===== src/trc_params.svh =====
// constants of the trinary remote code link: timing, codes, sizes
// assumes a 100 MHz system clock; included by the package and by trc_link
//
// Functional notes
// - encoder sends nine trinary digits from five address and four shared pins
// - encoder starts a sequence when send_request_n goes low
// - repeats while request stays low; brief low pulse gives one two-word sequence
// - line stays idle for three data periods between the two words
// - low = short,short; high = long,long; open = long,short
// - pin driven weakly high then low; both results mean open
// - idle with oscillator stopped when request high and sequence done
// - on request start oscillator, sense pins in turn, shift pulses out
// - first word: five address digits match, then store four payload bits
// - second word: address and payload match, then load latch and raise flag
// - payload latch holds until a later valid frame
// - flag drops on a mismatching word or four silent data periods
// - open payload digit decodes as logic one
// - address-only variant compares nine digits, flag after two matching words
// - pulse is wide when high longer than 1.72 encoder clocks
// - end of transmission after line low for 33.5 encoder clocks
// - word end event after line low for 13.4 encoder clocks
`ifndef TRC_PARAMS_SVH
`define TRC_PARAMS_SVH

// ==========================================================
// timing
`define TRC_SYS_PERIOD_NS 10
`define TRC_ENC_PERIOD_NS 100000
`define TRC_PW_THR_X100 172
`define TRC_EOT_X10 335
`define TRC_EOW_OF_EOT_X10 4
`define TRC_DATA_PER 6'h08
`define TRC_SHORT_HI 6'h01
`define TRC_LONG_HI 6'h04
`define TRC_GAP_LEN 6'h18
`define TRC_SENSE_CYC 3'h4

// ==========================================================
// word layout and digit codes
`define TRC_LAST_DIGIT 4'h8
`define TRC_ADDR_DIGITS 5
`define TRC_PULSES 5'h12
`define TRC_DG_LOW 2'h0
`define TRC_DG_HIGH 2'h1
`define TRC_DG_OPEN 2'h2
`define TRC_DG_BAD 2'h3
`define TRC_PAY_RST 4'h0
`define TRC_BUF_DEPTH 2

`endif


===== src/trc_pkg.sv =====
// types of the trinary remote code link
// assumes trc_params.svh is on the include path
`include "trc_params.svh"

package trc_pkg;
	// encoder sequencer states
	typedef enum logic [1:0] {TRC_ENC_IDLE, TRC_ENC_SENSE, TRC_ENC_SEND, TRC_ENC_GAP} trc_enc_e;
	// one trinary digit
	typedef logic [1:0] trc_digit_t;
endpackage : trc_pkg


===== src/trc_fifo2.sv =====
// small word buffer with valid/ready on both sides
// assumes one clock; the drain side may stall at will
`timescale 1ns/1ps

module trc_fifo2 #(
	parameter int W = 4,
	parameter int DEPTH = 2
) (
	// clock and reset
	input wire logic clk,
	input wire logic rst_n,
	// fill side
	input wire logic in_valid,
	output logic in_ready,
	input wire logic [W-1:0] in_data,
	// drain side
	output logic out_valid,
	input wire logic out_ready,
	output logic [W-1:0] out_data
);
	localparam int AW = (DEPTH > 1) ? $clog2(DEPTH) : 1;
	logic [W-1:0] mem_r [DEPTH];
	logic [AW-1:0] wp_r, rp_r;
	logic [AW:0] cnt_r;
	logic push, pop;

	// handshakes and honest full/empty
	assign in_ready = cnt_r != (AW+1)'(DEPTH);
	assign out_valid = cnt_r != '0;
	assign out_data = mem_r[rp_r];
	assign push = in_valid && in_ready;
	assign pop = out_valid && out_ready;

	// storage
	always_ff @(posedge clk) begin
		if (push) begin
			mem_r[wp_r] <= in_data;
		end
	end

	// pointers and fill count
	always_ff @(posedge clk) begin
		if (!rst_n) begin
			wp_r <= '0;
			rp_r <= '0;
			cnt_r <= '0;
		end else begin
			if (push) begin
				wp_r <= (wp_r == AW'(DEPTH-1)) ? '0 : wp_r + 1'b1;
			end
			if (pop) begin
				rp_r <= (rp_r == AW'(DEPTH-1)) ? '0 : rp_r + 1'b1;
			end
			cnt_r <= cnt_r + (AW+1)'(push) - (AW+1)'(pop);
		end
	end
endmodule : trc_fifo2


===== src/trc_link.sv =====
// trinary remote code link: encoder and decoder of one device
// assumes a 100 MHz clock; pins other than RST_N and PAYLOAD_READY asynchronous, synchronised here
`timescale 1ns/1ps
`include "trc_params.svh"

module trc_link
	import trc_pkg::*;
#(
	parameter int ENC_CYC = `TRC_ENC_PERIOD_NS / `TRC_SYS_PERIOD_NS,
	parameter bit ADDR_ONLY = 1'b0,
	parameter int CW = 24
) (
	// clock and reset
	input wire logic SYS_CLK,
	input wire logic RST_N,
	// encoder request and sensed pins
	input wire logic SEND_REQUEST_N,
	input wire logic [4:0] ADDRESS_PINS_IN,
	output logic [4:0] ADDRESS_PINS_OUT,
	output logic [4:0] ADDRESS_PINS_OE_N,
	input wire logic [3:0] ADDR_OR_PAYLOAD_PINS_IN,
	output logic [3:0] ADDR_OR_PAYLOAD_PINS_OUT,
	output logic [3:0] ADDR_OR_PAYLOAD_PINS_OE_N,
	// encoder serial line and oscillator state
	output logic ENC_DATA_OUT,
	output logic OSC_RUN,
	// decoder line and local address
	input wire logic DEC_DATA_IN,
	input wire logic [17:0] LOCAL_ADDR_CODE,
	// decoder results
	output logic VALID_FRAME_FLAG,
	output logic [3:0] PAYLOAD_OUTPUTS,
	output logic WORD_END_EVENT,
	output logic TRANSMISSION_END_EVENT,
	// buffered payload stream
	output logic PAYLOAD_VALID,
	input wire logic PAYLOAD_READY,
	output logic [3:0] PAYLOAD_WORD
);
	// ==========================================================
	// derived timing
	localparam logic [CW-1:0] SUB_LAST = CW'(ENC_CYC - 1);
	localparam logic [CW-1:0] THR_C = CW'((ENC_CYC * `TRC_PW_THR_X100 + 99) / 100);
	localparam int EOT_CYC = (ENC_CYC * `TRC_EOT_X10) / 10;
	localparam logic [CW-1:0] EOT_C = CW'(EOT_CYC - 1);
	localparam logic [CW-1:0] EOW_C = CW'((EOT_CYC * `TRC_EOW_OF_EOT_X10) / 10 - 1);
	localparam int NCMP = ADDR_ONLY ? 9 : `TRC_ADDR_DIGITS;

	// digit i of a packed code
	function automatic trc_digit_t dig_of(input logic [17:0] c, input logic [3:0] i);
		return c[2*i +: 2];
	endfunction : dig_of

	// whether half h of a digit is a long pulse
	function automatic logic long_pulse(input trc_digit_t dg, input logic h);
		return (dg == `TRC_DG_HIGH) || (dg == `TRC_DG_OPEN && !h);
	endfunction : long_pulse

	// digit from two received pulse widths
	function automatic trc_digit_t pair_dig(input logic w0, input logic w1);
		case ({w0, w1})
			2'b00: return `TRC_DG_LOW;
			2'b11: return `TRC_DG_HIGH;
			2'b10: return `TRC_DG_OPEN;
			default: return `TRC_DG_BAD;
		endcase
	endfunction : pair_dig

	// ==========================================================
	// pin synchronisers
	logic send_n_s, rx_s;
	logic [8:0] pin_in_s;
	logic [17:0] loc_s;

	trc_sync #(.W(29), .INIT({1'b1, 28'h0000000})) u_sync (
		.clk(SYS_CLK),
		.rst_n(RST_N),
		.d({SEND_REQUEST_N, ADDR_OR_PAYLOAD_PINS_IN, ADDRESS_PINS_IN, DEC_DATA_IN,
			LOCAL_ADDR_CODE}),
		.q({send_n_s, pin_in_s, rx_s, loc_s})
	);

	// ==========================================================
	// encoder
	trc_enc_e enc_st_r;
	logic [CW-1:0] sub_r;
	logic [5:0] eclk_r;
	logic [3:0] dig_r;
	logic [2:0] scnt_r;
	logic [17:0] code_r;
	logic half_r, word_r, hi_seen_r, dout_r;
	logic tick, lo_res;
	logic [5:0] hi_len;
	logic [8:0] pin_out, pin_oe_n;

	assign tick = sub_r == SUB_LAST;
	assign lo_res = !pin_in_s[dig_r];
	assign OSC_RUN = enc_st_r != TRC_ENC_IDLE;
	assign ENC_DATA_OUT = dout_r;

	// oscillator: stopped while idle, held in sensing so the first period is whole
	always_ff @(posedge SYS_CLK) begin
		if (!RST_N || enc_st_r == TRC_ENC_IDLE || enc_st_r == TRC_ENC_SENSE) begin
			sub_r <= '0;
		end else if (tick) begin
			sub_r <= '0;
		end else begin
			sub_r <= sub_r + 1'b1;
		end
	end

	// sequencer: sense, word one, gap, word two, gap
	always_ff @(posedge SYS_CLK) begin
		if (!RST_N) begin
			enc_st_r <= TRC_ENC_IDLE;
			eclk_r <= '0;
			dig_r <= '0;
			scnt_r <= '0;
			half_r <= 1'b0;
			word_r <= 1'b0;
			hi_seen_r <= 1'b0;
			code_r <= '0;
		end else begin
			case (enc_st_r)
				TRC_ENC_IDLE: begin
					if (!send_n_s) begin
						enc_st_r <= TRC_ENC_SENSE;
						dig_r <= '0;
						half_r <= 1'b0;
						scnt_r <= '0;
					end
				end
				TRC_ENC_SENSE: begin
					scnt_r <= scnt_r + 1'b1;
					if (scnt_r == `TRC_SENSE_CYC - 3'h1) begin
						scnt_r <= '0;
						half_r <= !half_r;
						if (!half_r) begin
							hi_seen_r <= pin_in_s[dig_r];
						end else begin
							// both forced levels seen means open
							if (hi_seen_r && lo_res) begin
								code_r[2*dig_r +: 2] <= `TRC_DG_OPEN;
							end else if (hi_seen_r) begin
								code_r[2*dig_r +: 2] <= `TRC_DG_HIGH;
							end else if (lo_res) begin
								code_r[2*dig_r +: 2] <= `TRC_DG_LOW;
							end else begin
								code_r[2*dig_r +: 2] <= `TRC_DG_OPEN;
							end
							if (dig_r == `TRC_LAST_DIGIT) begin
								enc_st_r <= TRC_ENC_SEND;
								dig_r <= '0;
								eclk_r <= '0;
								word_r <= 1'b0;
							end else begin
								dig_r <= dig_r + 1'b1;
							end
						end
					end
				end
				TRC_ENC_SEND: begin
					if (tick) begin
						if (eclk_r == `TRC_DATA_PER - 6'h01) begin
							eclk_r <= '0;
							half_r <= !half_r;
							if (half_r) begin
								if (dig_r == `TRC_LAST_DIGIT) begin
									enc_st_r <= TRC_ENC_GAP;
									dig_r <= '0;
									word_r <= !word_r;
								end else begin
									dig_r <= dig_r + 1'b1;
								end
							end
						end else begin
							eclk_r <= eclk_r + 1'b1;
						end
					end
				end
				TRC_ENC_GAP: begin
					if (tick) begin
						if (eclk_r == `TRC_GAP_LEN - 6'h01) begin
							eclk_r <= '0;
							half_r <= 1'b0;
							scnt_r <= '0;
							if (word_r) begin
								enc_st_r <= TRC_ENC_SEND;
							end else if (!send_n_s) begin
								enc_st_r <= TRC_ENC_SENSE;
							end else begin
								enc_st_r <= TRC_ENC_IDLE;
							end
						end else begin
							eclk_r <= eclk_r + 1'b1;
						end
					end
				end
				default: begin
					enc_st_r <= TRC_ENC_IDLE;
				end
			endcase
		end
	end

	// pulse shaping: high for the short or long part of each data period
	assign hi_len = long_pulse(dig_of(code_r, dig_r), half_r) ? `TRC_LONG_HI : `TRC_SHORT_HI;

	always_ff @(posedge SYS_CLK) begin
		if (!RST_N) begin
			dout_r <= 1'b0;
		end else begin
			dout_r <= (enc_st_r == TRC_ENC_SEND) && (eclk_r < hi_len);
		end
	end

	// weak drive of the selected pin, high then low
	for (genvar i = 0; i < 9; i++) begin : g_drive
		assign pin_oe_n[i] = !(enc_st_r == TRC_ENC_SENSE && dig_r == 4'(i));
		assign pin_out[i] = !half_r;
	end
	assign ADDRESS_PINS_OUT = pin_out[4:0];
	assign ADDRESS_PINS_OE_N = pin_oe_n[4:0];
	assign ADDR_OR_PAYLOAD_PINS_OUT = pin_out[8:5];
	assign ADDR_OR_PAYLOAD_PINS_OE_N = pin_oe_n[8:5];

	// ==========================================================
	// decoder: pulse width and low time timers
	logic rx_d_r, p0_r, bad_r, fall, wide, word_end_event, transmission_end_event, word_evt;
	logic [CW-1:0] hi_cnt_r, lo_cnt_r;
	logic [4:0] pcnt_r;
	logic [17:0] rx_code_r;

	assign fall = rx_d_r && !rx_s;
	assign wide = hi_cnt_r >= THR_C;
	assign word_end_event = !rx_s && lo_cnt_r == EOW_C;
	assign transmission_end_event = !rx_s && lo_cnt_r == EOT_C;
	assign word_evt = word_end_event && pcnt_r != '0;

	// pulse width timer and gap timer
	always_ff @(posedge SYS_CLK) begin
		if (!RST_N) begin
			rx_d_r <= 1'b0;
			hi_cnt_r <= '0;
			lo_cnt_r <= '0;
		end else begin
			rx_d_r <= rx_s;
			hi_cnt_r <= rx_s ? hi_cnt_r + CW'(hi_cnt_r != '1) : '0;
			lo_cnt_r <= rx_s ? '0 : lo_cnt_r + CW'(lo_cnt_r != '1);
		end
	end

	// pulse pairing into digits
	always_ff @(posedge SYS_CLK) begin
		if (!RST_N || word_end_event) begin
			pcnt_r <= '0;
			bad_r <= 1'b0;
			p0_r <= 1'b0;
		end else if (fall) begin
			pcnt_r <= pcnt_r + 5'(pcnt_r != 5'h1F);
			if (!pcnt_r[0]) begin
				p0_r <= wide;
			end else if (pcnt_r < `TRC_PULSES) begin
				rx_code_r[2*pcnt_r[4:1] +: 2] <= pair_dig(p0_r, wide);
				if (pair_dig(p0_r, wide) == `TRC_DG_BAD) begin
					bad_r <= 1'b1;
				end
			end
			if (pcnt_r >= `TRC_PULSES) begin
				bad_r <= 1'b1;
			end
		end
	end

	// ==========================================================
	// decoder: word check and frame state
	logic [8:0] dmatch;
	logic [3:0] rx_pay, stored_r, latch_r, pend_w_r;
	logic word_good, load, first_ok_r, valid_r, pend_v_r, buf_ready, weow_r, weot_r;

	for (genvar i = 0; i < 9; i++) begin : g_match
		assign dmatch[i] = (i >= NCMP) || dig_of(rx_code_r, 4'(i)) == dig_of(loc_s, 4'(i));
	end
	for (genvar j = 0; j < 4; j++) begin : g_pay
		assign rx_pay[j] = dig_of(rx_code_r, 4'(5 + j)) != `TRC_DG_LOW;
	end

	assign word_good = pcnt_r == `TRC_PULSES && !bad_r && &dmatch;
	assign load = word_evt && word_good && first_ok_r && (ADDR_ONLY || rx_pay == stored_r);

	// flag and first-word store
	always_ff @(posedge SYS_CLK) begin
		if (!RST_N) begin
			valid_r <= 1'b0;
			first_ok_r <= 1'b0;
			stored_r <= `TRC_PAY_RST;
		end else if (transmission_end_event) begin
			valid_r <= 1'b0;
			first_ok_r <= 1'b0;
		end else if (word_evt) begin
			if (!word_good) begin
				valid_r <= 1'b0;
				first_ok_r <= 1'b0;
			end else if (!first_ok_r) begin
				first_ok_r <= 1'b1;
				stored_r <= rx_pay;
			end else begin
				valid_r <= load;
				first_ok_r <= 1'b0;
			end
		end
	end

	// payload latch holds until the next valid frame
	always_ff @(posedge SYS_CLK) begin
		if (!RST_N) begin
			latch_r <= `TRC_PAY_RST;
		end else if (load) begin
			latch_r <= ADDR_ONLY ? `TRC_PAY_RST : rx_pay;
		end
	end

	// event outputs and pending push into the buffer
	always_ff @(posedge SYS_CLK) begin
		if (!RST_N) begin
			weow_r <= 1'b0;
			weot_r <= 1'b0;
			pend_v_r <= 1'b0;
			pend_w_r <= `TRC_PAY_RST;
		end else begin
			weow_r <= word_evt;
			weot_r <= transmission_end_event;
			if (load) begin
				pend_v_r <= 1'b1;
				pend_w_r <= ADDR_ONLY ? `TRC_PAY_RST : rx_pay;
			end else if (buf_ready) begin
				pend_v_r <= 1'b0;
			end
		end
	end

	trc_fifo2 #(.W(4), .DEPTH(`TRC_BUF_DEPTH)) u_buf (
		.clk(SYS_CLK),
		.rst_n(RST_N),
		.in_valid(pend_v_r),
		.in_ready(buf_ready),
		.in_data(pend_w_r),
		.out_valid(PAYLOAD_VALID),
		.out_ready(PAYLOAD_READY),
		.out_data(PAYLOAD_WORD)
	);

	assign VALID_FRAME_FLAG = valid_r;
	assign PAYLOAD_OUTPUTS = latch_r;
	assign WORD_END_EVENT = weow_r;
	assign TRANSMISSION_END_EVENT = weot_r;
endmodule : trc_link


===== src/trc_sync.sv =====
// two flip-flop synchroniser for pin inputs
// assumes inputs may change at any time relative to clk
`timescale 1ns/1ps

module trc_sync #(
	parameter int W = 1,
	parameter logic [W-1:0] INIT = '0
) (
	// clock and reset
	input wire logic clk,
	input wire logic rst_n,
	// data
	input wire logic [W-1:0] d,
	output logic [W-1:0] q
);
	logic [W-1:0] meta_r;

	// first stage feeds only the second
	always_ff @(posedge clk) begin
		if (!rst_n) begin
			meta_r <= INIT;
			q <= INIT;
		end else begin
			meta_r <= d;
			q <= meta_r;
		end
	end
endmodule : trc_sync

===== config.mk =====
export PLATFORM = sky130hd
export DESIGN_NAME = trc_link
export DESIGN_NICKNAME = d
export VERILOG_FILES = /design/src/trc_pkg.sv /design/src/trc_fifo2.sv /design/src/trc_link.sv /design/src/trc_sync.sv
export VERILOG_INCLUDE_DIRS = /design/src
export SDC_FILE = /design/constraint.sdc
export NUM_CORES = 1
export LEC_CHECK = 0
export ABC_AREA = 1
export BUFFER_PORTS_ARGS = -buffer_cell sky130_fd_sc_hd__buf_2
export CAP_MARGIN = 10
export CORE_ASPECT_RATIO = 1.4
export CORE_MARGIN = 1
export CORE_UTILIZATION = 52
export CTS_BUF_LIST = sky130_fd_sc_hd__clkbuf_8
export DETAILED_ROUTE_END_ITERATION = 12
export HOLD_SLACK_MARGIN = 0.12
export PLACE_DENSITY_LB_ADDON = 0.08
export SETUP_SLACK_MARGIN = 0.2
export SYNTH_ARGS = -nofsm -noshare
export SYNTH_HDL_FRONTEND = slang
export SYNTH_SLANG_ARGS = --single-unit
export TNS_END_PERCENT = 1

===== constraint.sdc =====
create_clock -name SYS_CLK -period 5.2 [get_ports SYS_CLK]
set_clock_uncertainty 0.15 [all_clocks]
set_input_delay 1.04 -clock SYS_CLK [delete_from_list [all_inputs] [get_ports SYS_CLK]]
set_output_delay 1.04 -clock SYS_CLK [all_outputs]
set_load 0.02 [all_outputs]

* Word level (Yosys, flattened, before mapping)
Memory sizes are Yosys's and may differ from the RTL's. A register that Yosys moved wholly into a read port is not among the register bits. Index checks and enable logic that the tools add are counted.
Storage, ports and cells: input bits 32, output and inout port bits 32, memories kept 1, logic and storage cells 262, register bits after elaboration 210, bits in writable memories 8
Operators by class: equality and inequality tests 44, mux-type cells 79, $lt $le $gt $ge 5, shift operators 7, bitwise logic cells 6, reduce and logical (&&, ||, !) cells 78, add/sub/neg operators 13
Memory list:
- u_buf.mem_r | depth 2, bits a word 4, rd ports 1, clocked after Yosys merged registers in 1, write ports 1, RTL line trc_fifo2.sv:22 | logic [W-1:0] mem_r [DEPTH];
Operator list (count):
- 2-bit by 34-bit indexed part select with 18-bit output (first input constant) | 3
- 18-bit bitwise mux | 4
- 5-bit negator with 34-bit output | 2
- 2-bit by 34-bit variable shift with 18-bit output (first input constant) | 2
- 18-bit two-way mux | 3
- 24-bit by 1-bit adder with 24-bit output | 2
- 24-bit != test (second input constant) | 2
- 6-bit two-way mux | 7
- 2-bit by 34-bit indexed part select with 18-bit output | 1
- 1-bit two-way mux | 31
- 2-bit two-way mux | 15
- 24-bit by 1-bit adder with 24-bit output (second input constant) | 1
- 24-bit by 14-bit equality test with 1-bit output (second input constant) | 1
- 24-bit by 18-bit equality test with 1-bit output (second input constant) | 1
- 24-bit by 19-bit equality test with 1-bit output (second input constant) | 1
- 24-bit by 15-bit greater-or-equal comparator with 1-bit output (second input constant) | 1
- 4-bit two-way mux | 6
- 1-bit logical AND | 23
- 2-bit nonzero test | 11
- 6-bit one-hot mux with 3 select lines | 1
- 18-bit by 6-bit indexed part select with 2-bit output | 1
- 4-bit by 3-bit equality test with 1-bit output (second input constant) | 4
- 2-bit != test (second input constant) | 8
- 4-bit AND reduction | 4
- other kinds (46) | 97

* Logic depth before layout (Yosys ltp)
Gate-level depths: netlist of the first run.
depth in word-level cells 12, depth in mapped cells 16, mapped depth without buffers 15

* Modules after synthesis
A second synthesis of the first run with hierarchy kept.
Second synthesis, totals: cell total of the unflattened synthesis 1397, area, all modules 10344.9 um^2
By module, submodules not included:
- trc_link | times used 1, cells an instance 1169, sequential area each 3143.0 um^2, area each 8170.3 um^2
- trc_sync | times used 1, cells an instance 180, sequential area each 1161.1 um^2, area each 1634.1 um^2
- trc_fifo2 | times used 1, cells an instance 48, sequential area each 340.3 um^2, area each 540.5 um^2

* Worst setup path after synthesis of the first run
OpenSTA, ideal clock, no wires.
path type reg-to-output, start register enc_st_r[1], end output ADDRESS_PINS_OE_N[4], arrival time 1329 ps, buffers on the path 0, data required time 4010 ps, setup slack 2681 ps, cell stages (with the launch flop) 6, cells stage by stage dfxtp_1 -> inv_1 -> ha_1 -> inv_2 -> nor3_1 -> nand2_1
Between the ends: cells in the longest elaborated chain, start to end 3
Ends and longest elaborated chain:
- start: declaration | RTL line trc_link.sv:85 | trc_enc_e enc_st_r;
- start signal: assignment | RTL line trc_link.sv:115 | enc_st_r <= TRC_ENC_IDLE;
- start signal: assignment | RTL line trc_link.sv:127 | enc_st_r <= TRC_ENC_SENSE;
- start signal: assignment | RTL line trc_link.sv:152 | enc_st_r <= TRC_ENC_SEND;
- 2-bit by 1-bit equality test with 1-bit output | RTL line trc_link.sv:219 | assign pin_oe_n[i] = !(enc_st_r == TRC_ENC_SENSE && dig_r == 4'(i));
- 1-bit logical AND | RTL line trc_link.sv:219
- 1-bit logical NOT | RTL line trc_link.sv:219
- end: declaration | RTL line trc_link.sv:20 | output logic [4:0] ADDRESS_PINS_OE_N,
No other way between the ends.

* Final worst setup path of the first run
start register dig_r[1], end output ADDR_OR_PAYLOAD_PINS_OE_N[3]
Between the ends: cells in the longest elaborated chain, start to end 3
Ends and longest elaborated chain:
- start: declaration | RTL line trc_link.sv:88 | logic [3:0] dig_r;
- start signal: assignment | RTL line trc_link.sv:157 | dig_r <= dig_r + 1'b1;
- start signal: assignment | RTL line trc_link.sv:173 | dig_r <= dig_r + 1'b1;
- 4-bit equality test | RTL line trc_link.sv:219
- 1-bit logical AND | RTL line trc_link.sv:219
- 1-bit logical NOT | RTL line trc_link.sv:219
- end: declaration | RTL line trc_link.sv:23 | output logic [3:0] ADDR_OR_PAYLOAD_PINS_OE_N,
No other way between the ends.

==> results of run 1 <==
## cell families (layout without fill, tap and decap cells)
kind of cell / count (synthesis) / count (layout) / synth area share, %
compound gates: 159 / 159 / 8.336
xor+xnor: 23 / 23 / 1.962
fa+ha+maj: 30 / 30 / 3.656
buf+inv: 240 / 327 / 9.433
flops: 203 / 203 / 42.12
mux: 4 / 4 / 0.4387
simple gates: 767 / 767 / 34.05
## flip-flops by register name, indices dropped and copies added, names as in the netlist, 2 cells and up, named ones only
signal	flops
hi_cnt_r	24
lo_cnt_r	24
sub_r	24
u_sync.meta_r	21
u_sync.q	21
code_r	18
rx_code_r	18
u_buf.mem_r	8
eclk_r	6
pcnt_r	5
dig_r	4
pend_w_r	4
stored_r	4
scnt_r	3
enc_st_r	2
u_buf.cnt_r	2
## tightest hold or removal path: stages, from the launching register on
cell,delay [ns]
dfxtp_1,0.30
nand2_1,0.05
inv_1,0.04
## power groups by stage
stage / Clock (W) / Sequential, W / Combinational (W)
after floorplan: 0 / 0.00171 / 0.000624
after global placement: 0 / 0.00173 / 0.000740
after detailed placement: 0 / 0.00173 / 0.000748
after CTS: 0.00148 / 0.00169 / 0.000751
after global routing: 0.00155 / 0.00170 / 0.000840
final: 0.00143 / 0.00170 / 0.000745
## per-stage QoR
step,hold slack (ns),power (W),instances,worst slack [ns],util [%]
floorplan,0.2405,0.002331,1426,2.681,-
global placement,0.2429,0.002466,1700,2.087,55.39
detailed placement,0.2453,0.002476,1700,2.099,55.39
CTS,0.2589,0.003920,1761,1.710,59.03
global route,0.2816,0.004095,1761,1.549,59.03
finish,0.2574,0.003868,1761,1.720,59.03
## metal layers
| metal | part of all wire, % | vias to the layer above | track usage, % |
|---|---|---|---|
| li1 | - | 4699 | - |
| met2 | 51 | 129 | 40.55 |
| met3 | 3.6 | 45 | 4.505 |
| met5 | 0 | - | 0 |
| met4 | 2.4 | 0 | 7.998 |
| met1 | 43 | 3886 | 24.64 |
## path summary, 6_finish.rpt
| path | from | to | depth (start not counted) |
|---|---|---|---|
| worst max register to register | lo_cnt_r[16] | lo_cnt_r[16] | 12 |
| worst max-delay path | dig_r[1] | ADDR_OR_PAYLOAD_PINS_OE_N[3] | 6 |
| worst min register to register | u_sync.meta_r[21] | u_sync.q[21] | 2 |
| worst min-delay path | u_sync.meta_r[21] | u_sync.q[21] | 2 |
## layout make-up
type / count / share of cell area, %
multi-input cells: 983 / 43.67
flip-flops and latches: 203 / 37.97
inverters: 208 / 6.855
clock buffers: 44 / 5.317
well taps: 248 / 2.724
repair buffers: 58 / 2.615
clock inverters: 17 / 0.8569
## cell usage in the layout (no fill, tap or decap), types with 4 or more instances in the layout
cell type  Yosys  final
edfxtp_1      26     26
nand2_2       12     12
xor2_1        19     19
nor2_1       220    220
ha_1          30     30
nor4_1        10     10
nand2_1      297    297
clkinv_1       2      4
mux2_2         4      4
inv_2         10     10
o21ai_0       52     52
nand3b_1       4      4
nor3_2         5      5
nor2_2        14     14
nand4_1       41     41
xnor2_1        4      4
or2_2         10     10
nor3_1        33     33
inv_1        196    206
clkbuf_8       0     44
o21a_1         6      6
a21oi_1       87     87
dfxtp_1      177    177
nand3_1       98     98
buf_2          5     55
nor2_4         6      6
==> flow_summary_export.csv, run 1 <==
group,metric,value,unit
global_routing,grt_usage,22.00,%
flow_run,max-cap-violations,0,
worst_setup_path,r2r_slack,2.53,ns
worst_setup_path,path_buf_inv,3,
pwr,power.share.clock,36.9,%
pwr,power_leakage,4.909,nW
finish,final_area,11390,µm²
sta,grt_setup_unrepaired,"false",
die,die-area,20320,µm²
sta,setup_violations,0,
worst_setup_path,worst_ep_required_time,4.01,ns
die,fp.dieH,168.3,µm
worst_setup_path,cp_max_fo,13,
logic_synthesis,synthArstFlopShare,0,%
logic_synthesis,synth.distinct_cells,52,
worst_setup_path,crit_type,"reg2out",
worst_setup_path,critical_path.max_stage_delay,0.68,ns
logic_synthesis,yosysTopAreaCell,"dfxtp_1",
place,placed_cell_area,10690,µm²
global_routing,first_global_vias,8143,
cts,clock-sinks,203,
pwr,p_int,0.002696,W
logic_synthesis,synthTopCellsByArea,"dfxtp_1 35%, nand2_1 11%, nor2_1 8.0%",
logic_synthesis,seq_area_frac_synth,42.12,%
logic_synthesis,synth_edf_count,26,
logic_synthesis,synth_nets,1488,
finish,fillers,1850,
worst_setup_path,cpMostUsedCell,"inv_1",
die,initial_core_util,53.21,%
drt,drc,0,
worst_setup_path,cp_slowest_cell,"dfxtp_1",
global_routing,antenna_found_initial,0,
die,core,19290,µm²
sta,finalHoldViolCount,0,
die,die_w,120.8,µm
drt,viasPerCell,4.974,
die,io_pins,64,
sta,slew_headroom,55.35,%
drt,drtIter0Drc,438,
place,place.detailed.hpwl,16.33,mm
sta,finalMaxSlewViolations,0,
finish,syn2layout_area_growth,10.94,%
cts,cts_made_buffers,34,
worst_setup_path,crit_chain,"inv_1 -> ha_1 -> nand3_1 -> inv_1 -> nand2_1 -> buf_2",
place,numPortBuffers,55,
cts,htreeDepth,2,
logic_synthesis,synthTopCellsByCount,"297 x nand2_1, 220 x nor2_1, 196 x inv_1, 177 x dfxtp_1, 98 x nand3_1",
cts,clk_pin_slew,0.07,ns
pwr,p_sw,0.001172,W
logic_synthesis,ys_ff_latch,203,
cts,cts_resized,0,
logic_synthesis,yosysTopAreaCellShare,34.52,%
worst_hold_path,hp-class,"reg2reg",
logic_synthesis,yosys_warnings,0,
die,fp-row-count,60,
cts,cts_tree,"yes",
global_routing,grt_max_degree,68,
cts,cts_max_path_buffers,3,
pwr,peakVddDrop,0.0002366,V
sta,tightest_slew,0.6697,ns
cts,post_cts_buffers,0,
sta,final.period_utilization,66.92,%
place,gp_congestion,0.8869,
sta,period_needed,3.480,ns
drt,drt-pass1-iter-count,5,
drt,vias,8759,
pwr,power.density,339.6,nW/µm²
drt,routed_wl,21.96,mm
logic_synthesis,yosys.cell_count.top_type,"nand2_1",
cts,cts_root_buffer,"clkbuf_8",
finish,drive_gt1_share,12.10,%
finish,seqCellArea,4324,µm²
worst_setup_path,path_delay_family,"flip-flops",
pwr,pwr-share-comb,19.3,%
sta,tns,0,ns
finish,diodes,0,
worst_setup_path,end_kind,"primary output",
drt,drtAntennaViolNets,0,
outcome,status,"finished, final reports clean",
logic_synthesis,synthesis.instances,1426,
logic_synthesis,synth_area_per_cell,7.199,µm²
logic_synthesis,synth_top_flop_cell,"dfxtp_1",
logic_synthesis,syn-cell-area,10270,µm²
drt,wl_per_cell,12.47,µm
sta,max_freq,287.4,MHz
cts,clk_latency,0.50,ns
finish,layout.nets,1550,
pwr,power.share.sequential,43.8,%
finish,multi_input_comb_area,4974,µm²
pwr,switching_share,30.29,%
worst_setup_path,cp.arrival,2.29,ns
worst_setup_path,setup.worst_path.start_class,"register",
global_routing,overflow,0,
global_routing,grt_pass1_wl,36.56,mm
cts,cts_hold_buf,0,
No activity file was read; power rests on OpenSTA's default activity.
==> run 2, diff against run 1 <==
==> constraint.sdc (replaced) <==
create_clock -name SYS_CLK -period 2.9 [get_ports SYS_CLK]
set_clock_uncertainty 0.15 [all_clocks]
set_input_delay 0.58 -clock SYS_CLK [delete_from_list [all_inputs] [get_ports SYS_CLK]]
set_output_delay 0.58 -clock SYS_CLK [all_outputs]
set_load 0.02 [all_outputs]
==> flow_summary_export.csv, run 2 (synthesized netlist as in run 1, its figures left out) <==
group,metric,value,unit
finish,final_area,11690,µm²
sta,period_needed,2.649,ns
drt,drtIter0Drc,450,
cts,clk_pin_slew,0.06,ns
drt,vias,9071,
place,place.detailed.hpwl,16.59,mm
place,post-place-cells,1707,
drt,drc,0,
global_routing,grt_usage,22.73,%
drt,drt-pass1-iter-count,6,
sta,fin_ws,0.2513,ns
drt,drtAntennaViolNets,0,
finish,final_core_util,60.56,%
worst_setup_path,cp_max_fo,8,
finish,final_cells,1792,
pwr,power_leakage,5.043,nW
global_routing,grt_max_degree,65,
finish,syn2layout_area_growth,13.82,%
finish,drive_gt1_share,13.02,%
cts,cts_made_buffers,35,
sta,slew_headroom,58.20,%
drt,routed_wl,22.54,mm
finish,mostFrequentLayoutCells,"297 x nand2_1, 220 x nor2_1, 206 x inv_1",
finish,layout_commonest_cell,"nand2_1",
pwr,p_int,0.004807,W
worst_hold_path,hp-class,"reg2reg",
pwr,power.share.clock,36.3,%
sta,finalMaxSlewViolations,0,
die,fp.dieH,168.3,µm
cts,htreeDepth,2,
cts,clock-sinks,203,
sta,setup_violations,0,
pwr,power.density,595.0,nW/µm²
worst_setup_path,crit_type,"reg2out",
cts,cts_root_buffer,"clkbuf_8",
pwr,pwr-share-comb,20.4,%
place,dp_slack,0.3035,ns
worst_setup_path,cp.arrival,1.92,ns
worst_setup_path,setup.worst_path.start_class,"register",
pwr,peakVddDrop,0.0004987,V
pwr,p_sw,0.002145,W
flow_run,max-cap-violations,0,
drt,wl_per_cell,12.58,µm
sta,finalHoldViolCount,0,
place,placed_cell_area,10740,µm²
finish,diodes,0,
sta,final.period_utilization,91.33,%
die,io_pins,64,
die,core,19290,µm²
sta,tightest_slew,0.6271,ns
pwr,power.share.sequential,43.4,%
global_routing,grt_pass1_wl,37.92,mm
global_routing,first_global_vias,8385,
cts,cts_max_path_buffers,3,
die,initial_core_util,53.21,%
pwr,switching_share,30.85,%
place,numPortBuffers,55,
global_routing,overflow,0,
worst_setup_path,worst_ep_required_time,2.17,ns
die,die-area,20320,µm²
worst_setup_path,end_kind,"primary output",
place,gp_congestion,0.9034,
finish,reg_top3,"hi_cnt_r x24, lo_cnt_r x24, sub_r x24",
sta,tns,0,ns
sta,grt_setup_unrepaired,"true",
global_routing,antenna_found_initial,0,
die,die_w,120.8,µm
drt,viasPerCell,5.062,
die,fp-row-count,60,
outcome,status,"finished, final reports clean",
sta,max_freq,377.5,MHz
cts,clk_latency,0.52,ns
finish,layout.nets,1581,
cts,cts_tree,"yes",
==> run 2: worst max-delay path, cell delays in order (launching register included) <==
cell	delay [ns]
dfxtp_1	0.31
inv_1	0.22
ha_1	0.30
nand3_1	0.18
inv_1	0.18
nand2_1	0.06
buf_2	0.15
==> run 2: per-stage QoR <==
stage / hold WS, ns / total power (W)
detailed placement: 0.2461 / 0.004460
global route: 0.2680 / 0.007364
global placement: 0.2440 / 0.004438
CTS: 0.2379 / 0.007051
finish: 0.2530 / 0.006952
floorplan: 0.2405 / 0.004180
==> run 2: layer usage <==
metal  global-route usage, %  part of all wire [%]  vias to the layer above
met3                   4.234                   4.0                       45
met2                   42.20                    52                      167
met4                   7.676                   2.5                        0
met1                   25.68                    42                     4087
li1                        -                     -                     4772
met5                       0                     0                        -
==> run 2: power by group through the flow <==
stage               sequential (W)  clock (W)  combinational, W
floorplan                  0.00306          0           0.00112
global placement           0.00307          0           0.00137
detailed placement         0.00307          0           0.00139
CTS                        0.00301    0.00262           0.00142
global route               0.00303    0.00274           0.00160
finish                     0.00302    0.00252           0.00142
==> run 2: timing repair <==
item	in CTS	in global routing
setup endpoints to repair	7	26
pin swaps	0	1
hold buffers	21	0
resized for setup	2	5
buffers inserted	0	2
hold endpoints to repair	21	0
==> run 2: final timing paths <==
check | from | endpoint | slack, ns | depth (start not counted)
setup / recovery | dig_r[1] | ADDR_OR_PAYLOAD_PINS_OE_N[3] | 0.25 | 6
setup reg to reg | lo_cnt_r[14] | lo_cnt_r[16] | 0.29 | 14
hold / removal | u_sync.meta_r[23] | u_sync.q[23] | 0.25 | 2
hold reg to reg | u_sync.meta_r[23] | u_sync.q[23] | 0.25 | 2
==> run 2: area by class of cell <==
| type | instances | area, µm² |
|---|---|---|
| well taps | 248 | 310.3 |
| fillers | 1815 | 7609 |
| flip-flops and latches | 203 | 4325 |
| inverters | 208 | 780.7 |
| clock buffers | 41 | 564.3 |
| clock inverters | 21 | 123.9 |
| multi-input cells | 983 | 5005 |
| repair buffers | 88 | 575.6 |
